## src/ccd_pkg.sv

```systemverilog
// Package holding shared constants and types of the clock distribution block
package ccd_pkg;
  // Network dimensions
  localparam int NUM_SRC = 7;
  localparam int NUM_DIG = 8;
  localparam int NUM_ANA = 4;
  localparam int NUM_MUX = 8;
  localparam int SEL_W = 3;
  localparam int RATIO_W = 16;
  localparam int CPU_W = 4;
  localparam int SKEW_W = 4;
  localparam int SKEW_DEPTH = 16;
  localparam int SYNC_W = NUM_SRC + NUM_DIG;

  // Source indices on the eight-way multiplexer
  localparam logic [2:0] SRC_FAST_OSC = 3'h0;
  localparam logic [2:0] SRC_XTAL_HF = 3'h1;
  localparam logic [2:0] SRC_FABRIC = 3'h2;
  localparam logic [2:0] SRC_PLL = 3'h3;
  localparam logic [2:0] SRC_DOUBLER = 3'h4;
  localparam logic [2:0] SRC_LOW_OSC = 3'h5;
  localparam logic [2:0] SRC_XTAL_LF = 3'h6;
  localparam logic [2:0] SRC_EXTRA = 3'h7;

  // Reset values and ratio limits
  localparam logic [RATIO_W-1:0] RATIO_MIN = 16'h0002;
  localparam logic [RATIO_W-1:0] RATIO_RST = 16'h0002;
  localparam logic [CPU_W-1:0] CPU_RATIO_RST = 4'h0;
  localparam logic [SEL_W-1:0] SEL_RST = 3'h0;
  localparam logic [SKEW_W-1:0] SKEW_RST = 4'h0;

  // Timing figures
  localparam int SYS_CLK_MHZ = 50;
  localparam int USB_CLK_MHZ = 48;
  localparam int USB_HALF_MHZ = 24;

  // Origin of the 48 MHz processing clock
  typedef enum logic [0:0] {
    CCD_USB_FABRIC48,
    CCD_USB_DOUBLED24
  } ccd_usb_src_t;
endpackage

```

## src/ccd_div_if.sv

```systemverilog
// Interface carrying configuration and output of one divider
`timescale 1ns/1ps
interface ccd_div_if;
  logic en;
  logic [ccd_pkg::SEL_W-1:0] sel;
  logic [ccd_pkg::RATIO_W-1:0] ratio;
  logic [ccd_pkg::SKEW_W-1:0] skew;
  logic out;
  modport ctrl (output en, output sel, output ratio, output skew, input out);
  modport div (input en, input sel, input ratio, input skew, output out);
endinterface

```

## src/ccd_sync3.sv

```systemverilog
// Three-stage input synchroniser with agreement filter and rise pulse
`timescale 1ns/1ps
module ccd_sync3 #(
  parameter int W = 1
) (
  input wire logic sys_clk,
  input wire logic rst_n,
  input wire logic [W-1:0] async_in,
  output logic [W-1:0] level,
  output logic [W-1:0] rise
);
  typedef struct packed {
    logic [W-1:0] s1;
    logic [W-1:0] s2;
    logic [W-1:0] s3;
    logic [W-1:0] lvl;
    logic [W-1:0] rise;
  } ccd_sync_t;

  ccd_sync_t st_q;
  ccd_sync_t st_d;

  // Level changes only once stages two and three agree
  always_comb begin
    st_d = st_q;
    st_d.s1 = async_in;
    st_d.s2 = st_q.s1;
    st_d.s3 = st_q.s2;
    for (int i = 0; i < W; i++) begin
      if (st_q.s2[i] == st_q.s3[i]) begin
        st_d.lvl[i] = st_q.s3[i];
      end
    end
    st_d.rise = st_d.lvl & ~st_q.lvl;
  end

  // State register
  always_ff @(posedge sys_clk or negedge rst_n) begin
    if (!rst_n) begin
      st_q <= '0;
    end else begin
      st_q <= st_d;
    end
  end

  assign level = st_q.lvl;
  assign rise = st_q.rise;
endmodule

```

## src/ccd_div.sv

```systemverilog
// One 16-bit clock divider with source mux, deglitching and optional skew
`timescale 1ns/1ps
module ccd_div #(
  parameter bit SKEW_EN = 1'b0
) (
  input wire logic sys_clk,
  input wire logic rst_n,
  input wire logic [ccd_pkg::NUM_MUX-1:0] src_rise,
  ccd_div_if.div cfg
);
  typedef struct packed {
    logic run;
    logic [ccd_pkg::SEL_W-1:0] sel;
    logic [ccd_pkg::RATIO_W-1:0] ratio;
    logic [ccd_pkg::RATIO_W-1:0] cnt;
    logic [ccd_pkg::SKEW_W-1:0] skew;
    logic raw;
    logic [ccd_pkg::SKEW_DEPTH-1:0] dly;
    logic out;
  } ccd_div_t;

  ccd_div_t st_q;
  ccd_div_t st_d;
  logic tick;
  logic [ccd_pkg::RATIO_W-1:0] half;

  always_comb begin
    st_d = st_q;
    tick = src_rise[st_q.sel]; // Eight-way source selection
    half = '0;
    if (!st_q.run) begin
      // Idle: latch a fresh setting only when enabled
      if (cfg.en) begin
        st_d.run = 1'b1;
        st_d.sel = cfg.sel;
        st_d.ratio = (cfg.ratio < ccd_pkg::RATIO_MIN) ? ccd_pkg::RATIO_MIN : cfg.ratio;
        st_d.skew = cfg.skew;
        // Start in the low phase so the first high half is whole
        st_d.cnt = st_d.ratio - 16'h0001;
      end
    end else if (tick) begin
      if (st_q.cnt == st_q.ratio - 16'h0001) begin
        // Changes take effect only at a period boundary
        st_d.cnt = '0;
        st_d.run = cfg.en;
        st_d.sel = cfg.sel;
        st_d.ratio = (cfg.ratio < ccd_pkg::RATIO_MIN) ? ccd_pkg::RATIO_MIN : cfg.ratio;
        st_d.skew = cfg.skew;
        // A new source starts low and waits for its own first edge
        if (cfg.sel != st_q.sel) begin
          st_d.cnt = st_d.ratio - 16'h0001;
        end
      end else begin
        st_d.cnt = st_q.cnt + 16'h0001;
      end
    end
    // High for the first half of the period
    half = st_d.ratio >> 1;
    st_d.raw = st_d.run && (st_d.cnt < half);
    st_d.dly = {st_q.dly[ccd_pkg::SKEW_DEPTH-2:0], st_q.raw};
    // Skew delays the output by whole system clock cycles
    if (SKEW_EN && (st_q.skew != ccd_pkg::SKEW_RST)) begin
      st_d.out = st_q.dly[st_q.skew - 4'h1];
    end else begin
      st_d.out = st_q.raw;
    end
  end

  // State register, output resynchronised to the system clock
  always_ff @(posedge sys_clk or negedge rst_n) begin
    if (!rst_n) begin
      st_q <= '0;
    end else begin
      st_q <= st_d;
    end
  end

  assign cfg.out = st_q.out;
endmodule

```

## src/ccd_clock_dist.sv

```systemverilog
// Top of the clock distribution network with bus, CPU, digital, analog and USB clocks
`timescale 1ns/1ps
module ccd_clock_dist (
  input wire logic sys_clk,
  input wire logic rst_n,
  input wire logic [ccd_pkg::NUM_SRC-1:0] src_clk,
  input wire logic [ccd_pkg::NUM_SRC-1:0] src_avail,
  input wire logic [ccd_pkg::NUM_DIG-1:0] fabric_clk,
  input wire logic [ccd_pkg::NUM_DIG-1:0] dig_en,
  input wire logic [ccd_pkg::NUM_DIG-1:0][ccd_pkg::SEL_W-1:0] dig_sel,
  input wire logic [ccd_pkg::NUM_DIG-1:0][ccd_pkg::RATIO_W-1:0] dig_ratio,
  input wire logic [ccd_pkg::NUM_DIG-1:0] dig_chain,
  input wire logic [ccd_pkg::NUM_ANA-1:0] ana_en,
  input wire logic [ccd_pkg::NUM_ANA-1:0][ccd_pkg::SEL_W-1:0] ana_sel,
  input wire logic [ccd_pkg::NUM_ANA-1:0][ccd_pkg::RATIO_W-1:0] ana_ratio,
  input wire logic [ccd_pkg::NUM_ANA-1:0][ccd_pkg::SKEW_W-1:0] ana_skew,
  input wire logic [ccd_pkg::RATIO_W-1:0] bus_ratio,
  input wire logic [ccd_pkg::CPU_W-1:0] cpu_ratio,
  input wire logic usb_src_sel,
  output logic [ccd_pkg::SEL_W-1:0] sys_src_sel_q,
  output logic sys_src_ok_q,
  output logic bus_clk_q,
  output logic bus_tick_q,
  output logic cpu_clk_q,
  output logic cpu_tick_q,
  output logic [ccd_pkg::NUM_DIG-1:0] dig_clk_q,
  output logic [ccd_pkg::NUM_ANA-1:0] ana_clk_q,
  output logic usb_clk_sel_q,
  output logic usb_clk_q,
  output logic usb_bus_en_q
);
  typedef struct packed {
    logic [ccd_pkg::SEL_W-1:0] sys_sel;
    logic sys_ok;
    logic [ccd_pkg::RATIO_W-1:0] bus_cnt;
    logic [ccd_pkg::RATIO_W-1:0] bus_ratio;
    logic bus_clk;
    logic bus_tick;
    logic [ccd_pkg::CPU_W-1:0] cpu_cnt;
    logic [ccd_pkg::CPU_W-1:0] cpu_ratio;
    logic cpu_clk;
    logic cpu_tick;
    logic [ccd_pkg::NUM_DIG-1:0] dig;
    logic [ccd_pkg::NUM_DIG-1:0] dig_rise;
    logic [ccd_pkg::NUM_ANA-1:0] ana;
    logic usb_sel;
    logic usb_clk;
    logic usb_bus_en;
  } ccd_top_t;

  ccd_top_t st_q;
  ccd_top_t st_d;

  logic [ccd_pkg::SYNC_W-1:0] sync_lvl;
  logic [ccd_pkg::SYNC_W-1:0] sync_rise;
  logic [ccd_pkg::NUM_SRC-1:0] src_rise;
  logic [ccd_pkg::NUM_DIG-1:0] fab_rise;
  logic [ccd_pkg::NUM_DIG-1:0] dig_out;
  logic [ccd_pkg::NUM_ANA-1:0] ana_out;
  logic [ccd_pkg::SEL_W-1:0] fast_sel;
  logic fast_ok;
  logic [ccd_pkg::RATIO_W-1:0] bus_div;

  ////////////////////////////////////////////////////////////////////////////////
  // Source sampling

  // All sources and fabric clocks pass the three-stage synchroniser
  ccd_sync3 #(
    .W(ccd_pkg::SYNC_W)
  ) u_sync (
    .sys_clk(sys_clk),
    .rst_n(rst_n),
    .async_in({fabric_clk, src_clk}),
    .level(sync_lvl),
    .rise(sync_rise)
  );

  assign src_rise = sync_rise[ccd_pkg::NUM_SRC-1:0];
  assign fab_rise = sync_rise[ccd_pkg::SYNC_W-1:ccd_pkg::NUM_SRC];

  ////////////////////////////////////////////////////////////////////////////////
  // System clock selector

  // Fixed ranking from fastest to slowest among available sources
  always_comb begin
    fast_sel = ccd_pkg::SRC_FAST_OSC;
    fast_ok = 1'b1;
    if (src_avail[ccd_pkg::SRC_PLL]) begin
      fast_sel = ccd_pkg::SRC_PLL;
    end else if (src_avail[ccd_pkg::SRC_DOUBLER]) begin
      fast_sel = ccd_pkg::SRC_DOUBLER;
    end else if (src_avail[ccd_pkg::SRC_XTAL_HF]) begin
      fast_sel = ccd_pkg::SRC_XTAL_HF;
    end else if (src_avail[ccd_pkg::SRC_FAST_OSC]) begin
      fast_sel = ccd_pkg::SRC_FAST_OSC;
    end else if (src_avail[ccd_pkg::SRC_FABRIC]) begin
      fast_sel = ccd_pkg::SRC_FABRIC;
    end else if (src_avail[ccd_pkg::SRC_LOW_OSC]) begin
      fast_sel = ccd_pkg::SRC_LOW_OSC;
    end else if (src_avail[ccd_pkg::SRC_XTAL_LF]) begin
      fast_sel = ccd_pkg::SRC_XTAL_LF;
    end else begin
      fast_ok = 1'b0;
    end
  end

  ////////////////////////////////////////////////////////////////////////////////
  // Digital and analog dividers

  // Clamp bus ratio to the legal minimum
  assign bus_div = (bus_ratio < ccd_pkg::RATIO_MIN) ? ccd_pkg::RATIO_MIN : bus_ratio;

  ccd_div_if dig_if[ccd_pkg::NUM_DIG] ();
  ccd_div_if ana_if[ccd_pkg::NUM_ANA] ();

  genvar gi;
  generate
    for (gi = 0; gi < ccd_pkg::NUM_DIG; gi++) begin : g_dig
      logic extra_rise;
      // Input seven is the private fabric clock or the previous divider for cascading
      assign extra_rise = dig_chain[gi] ? st_q.dig_rise[(gi + ccd_pkg::NUM_DIG - 1) % ccd_pkg::NUM_DIG]
                                        : fab_rise[gi];
      assign dig_if[gi].en = dig_en[gi];
      assign dig_if[gi].sel = dig_sel[gi];
      assign dig_if[gi].ratio = dig_ratio[gi];
      assign dig_if[gi].skew = ccd_pkg::SKEW_RST;
      assign dig_out[gi] = dig_if[gi].out;
      // Any of the seven sources may drive each digital divider
      ccd_div #(
        .SKEW_EN(1'b0)
      ) u_div (
        .sys_clk(sys_clk),
        .rst_n(rst_n),
        .src_rise({extra_rise, src_rise}),
        .cfg(dig_if[gi])
      );
    end
    for (gi = 0; gi < ccd_pkg::NUM_ANA; gi++) begin : g_ana
      assign ana_if[gi].en = ana_en[gi];
      assign ana_if[gi].sel = ana_sel[gi];
      assign ana_if[gi].ratio = ana_ratio[gi];
      assign ana_if[gi].skew = ana_skew[gi];
      assign ana_out[gi] = ana_if[gi].out;
      // Input seven is the system clock itself; skew enabled
      ccd_div #(
        .SKEW_EN(1'b1)
      ) u_div (
        .sys_clk(sys_clk),
        .rst_n(rst_n),
        .src_rise({1'b1, src_rise}),
        .cfg(ana_if[gi])
      );
    end
  endgenerate

  ////////////////////////////////////////////////////////////////////////////////
  // Bus, CPU and USB clocks

  always_comb begin
    st_d = st_q;
    st_d.sys_sel = fast_sel;
    st_d.sys_ok = fast_ok;
    // Bus divider counts system clock cycles, new ratio at period end
    st_d.bus_tick = 1'b0;
    if (st_q.bus_cnt >= st_q.bus_ratio - 16'h0001) begin
      st_d.bus_cnt = '0;
      st_d.bus_ratio = bus_div;
      st_d.bus_tick = 1'b1;
    end else begin
      st_d.bus_cnt = st_q.bus_cnt + 16'h0001;
    end
    st_d.bus_clk = st_d.bus_cnt < (st_d.bus_ratio >> 1);
    // CPU divider counts bus ticks, divide by ratio plus one
    st_d.cpu_tick = 1'b0;
    if (st_q.bus_tick) begin
      if (st_q.cpu_cnt >= st_q.cpu_ratio) begin
        st_d.cpu_cnt = '0;
        st_d.cpu_ratio = cpu_ratio;
        st_d.cpu_tick = 1'b1;
      end else begin
        st_d.cpu_cnt = st_q.cpu_cnt + 4'h1;
      end
    end
    st_d.cpu_clk = (st_d.cpu_ratio == ccd_pkg::CPU_RATIO_RST) ? st_d.bus_clk
                   : (st_d.cpu_cnt <= (st_d.cpu_ratio >> 1));
    // Cascade edges and registered divider outputs
    st_d.dig = dig_out;
    st_d.dig_rise = dig_out & ~st_q.dig;
    st_d.ana = ana_out;
    // USB clock origin changes only while the selected clock is low
    if (!st_q.usb_clk) begin
      st_d.usb_sel = usb_src_sel;
    end
    st_d.usb_clk = (st_q.usb_sel == ccd_pkg::CCD_USB_DOUBLED24) ? sync_lvl[ccd_pkg::SRC_DOUBLER]
                   : sync_lvl[ccd_pkg::SRC_FABRIC];
    // USB bus side is enabled on bus clock ticks only
    st_d.usb_bus_en = st_d.bus_tick;
  end

  // State register with defined reset values
  always_ff @(posedge sys_clk or negedge rst_n) begin
    if (!rst_n) begin
      st_q <= '0;
      st_q.bus_ratio <= ccd_pkg::RATIO_RST;
      st_q.cpu_ratio <= ccd_pkg::CPU_RATIO_RST;
    end else begin
      st_q <= st_d;
    end
  end

  // Outputs straight from the state register
  assign sys_src_sel_q = st_q.sys_sel;
  assign sys_src_ok_q = st_q.sys_ok;
  assign bus_clk_q = st_q.bus_clk;
  assign bus_tick_q = st_q.bus_tick;
  assign cpu_clk_q = st_q.cpu_clk;
  assign cpu_tick_q = st_q.cpu_tick;
  assign dig_clk_q = st_q.dig;
  assign ana_clk_q = st_q.ana;
  assign usb_clk_sel_q = st_q.usb_sel;
  assign usb_clk_q = st_q.usb_clk;
  assign usb_bus_en_q = st_q.usb_bus_en;
endmodule

```

## config.mk

```make
export PLATFORM = sky130hd
export DESIGN_NAME = ccd_clock_dist
export DESIGN_NICKNAME = d
export VERILOG_FILES = /design/src/ccd_pkg.sv /design/src/ccd_div_if.sv /design/src/ccd_sync3.sv /design/src/ccd_div.sv /design/src/ccd_clock_dist.sv
export SDC_FILE = /design/constraint.sdc
export NUM_CORES = 2
export LEC_CHECK = 0
export BUFFER_PORTS_ARGS = -buffer_cell sky130_fd_sc_hd__buf_4
export CELL_PAD_IN_SITES_DETAIL_PLACEMENT = 1
export CELL_PAD_IN_SITES_GLOBAL_PLACEMENT = 2
export CORE_MARGIN = 1.5
export CORE_UTILIZATION = 35
export DETAILED_ROUTE_END_ITERATION = 12
export HOLD_SLACK_MARGIN = 0.06
export PLACE_DENSITY = 0.8
export SLEW_MARGIN = 25
export SYNTH_ARGS = -nofsm -noshare
export SYNTH_HDL_FRONTEND = slang
export SYNTH_SLANG_ARGS = --single-unit
```

## constraint.sdc

```tcl
create_clock -name sys_clk -period 11.5 [get_ports sys_clk]
set_input_delay 2.3 -clock sys_clk [delete_from_list [all_inputs] [get_ports sys_clk]]
set_output_delay 2.3 -clock sys_clk [all_outputs]
set_load 0.005 [all_outputs]
```

==> flow_summary.yaml <==
run_status:
  status: "completed"
worst_setup_path:
  r2r-start: "g_dig[0].u_div.st_q[38]"
  crit_end: "g_dig[4].u_div.st_d[0]"
  path_depth: 23
  critical-path-max-stage-delay_ns: 0.59
  worstReg2RegEnd: "g_dig[0].u_div.st_d[0]"
  worstRegToRegCells: 19
  cp-startpoint: "dig_ratio[74]"
  cp-start-kind: "primary input"
  path_cells: "buf_4, or4_1, or4_1, nor4_1, nor2b_1, inv_1, ha_1, nand3_1, nor4_1, xnor2_1, or2_2, mux2i_1, o221ai_1, o21ai_0, ha_1, a21oi_1, nor2b_1, o21ai_0, nand2b_1, a21oi_1, nor2b_1, a2111o_1, a2111oi_0"
  reg2reg_slack_ns: 4.59
  critPathTopFamily: "simple AND/OR/NAND/NOR gates"
  critPathBufInv: 2
  worstPathRequired_ns: 12.08
  critPathKind: "in -> reg"
  cp_slowest_cell: "or4_1"
  critPathMaxFanout: 4
  crit_arrival_ns: 7.54
  end_kind: "register"
  timing.critical_path.mode_cell: "nor2b_1"
place:
  portBuffers: 331
  dp_hpwl_mm: 134
  gp_congestion: 0.877
routing:
  viasPerCell: 5.73
  first_iter_violations: 2783
  drc: 0
  totalWireLength_mm: 179
  dr.pass1.iters: 5
  vias: 45400
  antenna_left: 0
  wl_per_cell_um: 22.6
yosys:
  ys.flop_type: "dfrtp_1"
  synth.distinct_cells: 98
  syn_nets: 6307
  synth-seq-cells: 681
  synth_edf_count: 0
  ys_warn_count: 0
  async_flop_share_pct: 100
  syn_area_mm2: 0.0505
  synthCells: 5746
  synth_seq_area_share_pct: 33.8
  avgSynthCellArea_um2: 8.78
global_routing:
  grt_max_degree: 144
  grt_pass1_wl_mm: 280
  grt_remaining_overflow: 0
  first_global_vias: 46900
  grt_usage_pct: 24.0
  antenna_found_initial: 31
sta:
  hold_violations: 0
  skew_ns: 0.0313
  fin_crit_sh_pct: 60.6
  grt_setup_unrepaired: "false"
  max-slew-margin-rel_pct: 27.8
  tns_ns: 0
  setup_violations: 0
  max_freq_mhz: 144
  slew_viol_final: 0
  worst_slew_pin_slew_ns: 1.07
  min_period_ns: 6.96
  hold_slack_ns: 0.350
clock_tree:
  ctsHtreeMaxLevel: 3
  clock_latency_ns: 0.70
  clock_path_buffers: 3
  cts.sinks: 681
  cts_tree: "built"
  cts_root_buffer: "clkbuf_16"
  clk_pin_slew_worst_paths_ns: 0.06
  cts_buffers: 88
  cts_resized: 0
  postCtsHoldBufs: 0
  cts_setup_buffers: 0
floorplan:
  io_pins: 332
  initial_core_util_pct: 35.2
  fp.dieH_um: 383
  die_w_um: 383
  die-area_mm2: 0.146
  num_rows: 139
  coreArea_mm2: 0.143
final_layout:
  syn2layout_area_growth_pct: 15.0
  final_nets: 6490
  layout-drive-gt1-share_pct: 14.4
  final_core_util_pct: 40.5
min_path:
  min_path_type: "reg -> reg"
pwr:
  power.density_mw_per_mm2: 160
  p_leak_nw: 24.6
  ir_worst_vdd_uv: 119
run:
  maxCapViolCount: 0
-- metal layers --
layer	vias up	global-route usage [%]	part of all wire, %
met5	-	0	0.093
met4	32	6.22	2.2
met3	229	3.55	4.6
met2	905	39.4	47
met1	22900	33.0	46
li1	21300	-	-
-- placed cells by master (no fill, tap or decap), drive strengths merged, types with 88 or more instances in the layout --
cell type    n
buf        395
nor4       104
xor2       226
nand3      176
clkbuf     119
xnor2      251
nor2       490
o21ai      325
a21o        88
dfrtp      680
a21oi      244
ha         252
nand2      421
nor3       194
mux2       178
mux2i      179
inv        332
-- state kept, by name, summed over array words and instances (netlist names), 15 cells and up --
signal,cells
g_ana.u_div.st_q,164
u_sync.st_q,15
u_sync.rise,15
g_ana.u_div.st_d,64
u_sync.st_d,30
g_dig.u_div.st_q,288
u_sync.level,15
st_q,48
-- power breakdown --
group | internal, mW | switching (mW) | total (mW)
clock | 1.91 | 1.23 | 3.14
sequential | 2.77 | 0.643 | 3.42
combinational | 1.23 | 1.51 | 2.75
total | 5.92 | 3.38 | 9.30
-- Yosys cell counts (38+ instances only) --
cell | count | share of area (%)
dfrtp_1 | 680 | 34
nor2_1 | 489 | 3.6
nand2_1 | 420 | 3.1
inv_1 | 330 | 2.5
o21ai_0 | 322 | 3.2
ha_1 | 252 | 6.2
xnor2_1 | 251 | 4.4
a21oi_1 | 243 | 2.4
clkbuf_1 | 234 | 1.7
xor2_1 | 226 | 3.9
nor3_1 | 194 | 1.9
mux2i_1 | 179 | 3.6
mux2_2 | 177 | 4.0
nand3_1 | 176 | 1.7
nor4_1 | 104 | 1.3
a21o_1 | 88 | 1.3
nand4_1 | 86 | 1.1
a211oi_1 | 84 | 1.2
and3_1 | 79 | 0.98
o211ai_1 | 76 | 1.1
nand2b_1 | 70 | 0.87
nor2b_1 | 63 | 0.78
or3_1 | 63 | 0.78
or4_1 | 61 | 0.91
o31ai_1 | 54 | 0.80
a31oi_1 | 50 | 0.62
o221ai_1 | 40 | 0.69
o21a_1 | 38 | 0.57
-- through the flow --
| step | setup slack [ns] | cells | total power, mW | area [um^2] |
|---|---|---|---|---|
| after floorplan | 4.70 | 5746 | 5.17 | 50500 |
| after global placement | 3.90 | 7742 | 6.07 | 54700 |
| after detailed placement | 3.89 | 7742 | 6.17 | 54700 |
| after CTS | 4.66 | 7907 | 9.39 | 58000 |
| after global routing | 3.99 | 7916 | 9.88 | 58000 |
| final | 4.54 | 7919 | 9.30 | 58000 |
-- kinds of logic (layout without fill, tap and decap cells) --
kind of cell	count (synthesis)	in the layout	synth area share, %
adders and majority gates	268	268	6.57
AOI/OAI and AO/OA	1287	1287	17.1
buffers and inverters	636	894	4.96
and+or+nand+nor	2006	2006	20.3
muxes	390	390	9.00
other	0	12	0
xor gates and xnor gates	478	478	8.32
DFF	681	681	33.8
-- final cells by class --
cell class                 count  area, um^2
antenna                       12        30.0
sequential                   681       17000
timing repair buffer         395        3010
clock buffer                 119        2530
tap                         1903        2380
inverter                     334        1250
multi-input combinational   4429       31000
fill                       16700       85300
clock inverter                46         726
-- how the worst min path moves through the flow --
stage	startpoint	cells past startpoint	slack (ns)	endpoint
2_1_floorplan	g_ana[0].u_div.cfg.out	0	0.33	ana_clk_q[0]
3_3_place_gp	u_sync.st_d[56]	0	0.33	u_sync.st_d[41]
3_5_place_dp	u_sync.st_d[45]	0	0.34	u_sync.st_d[30]
4_1_cts	u_sync.st_d[54]	0	0.35	u_sync.st_d[39]
5_1_grt	u_sync.st_d[57]	0	0.35	u_sync.st_d[42]
6_report	u_sync.st_d[45]	0	0.35	u_sync.st_d[30]
Note: power is estimated with default switching activity, not from simulation.
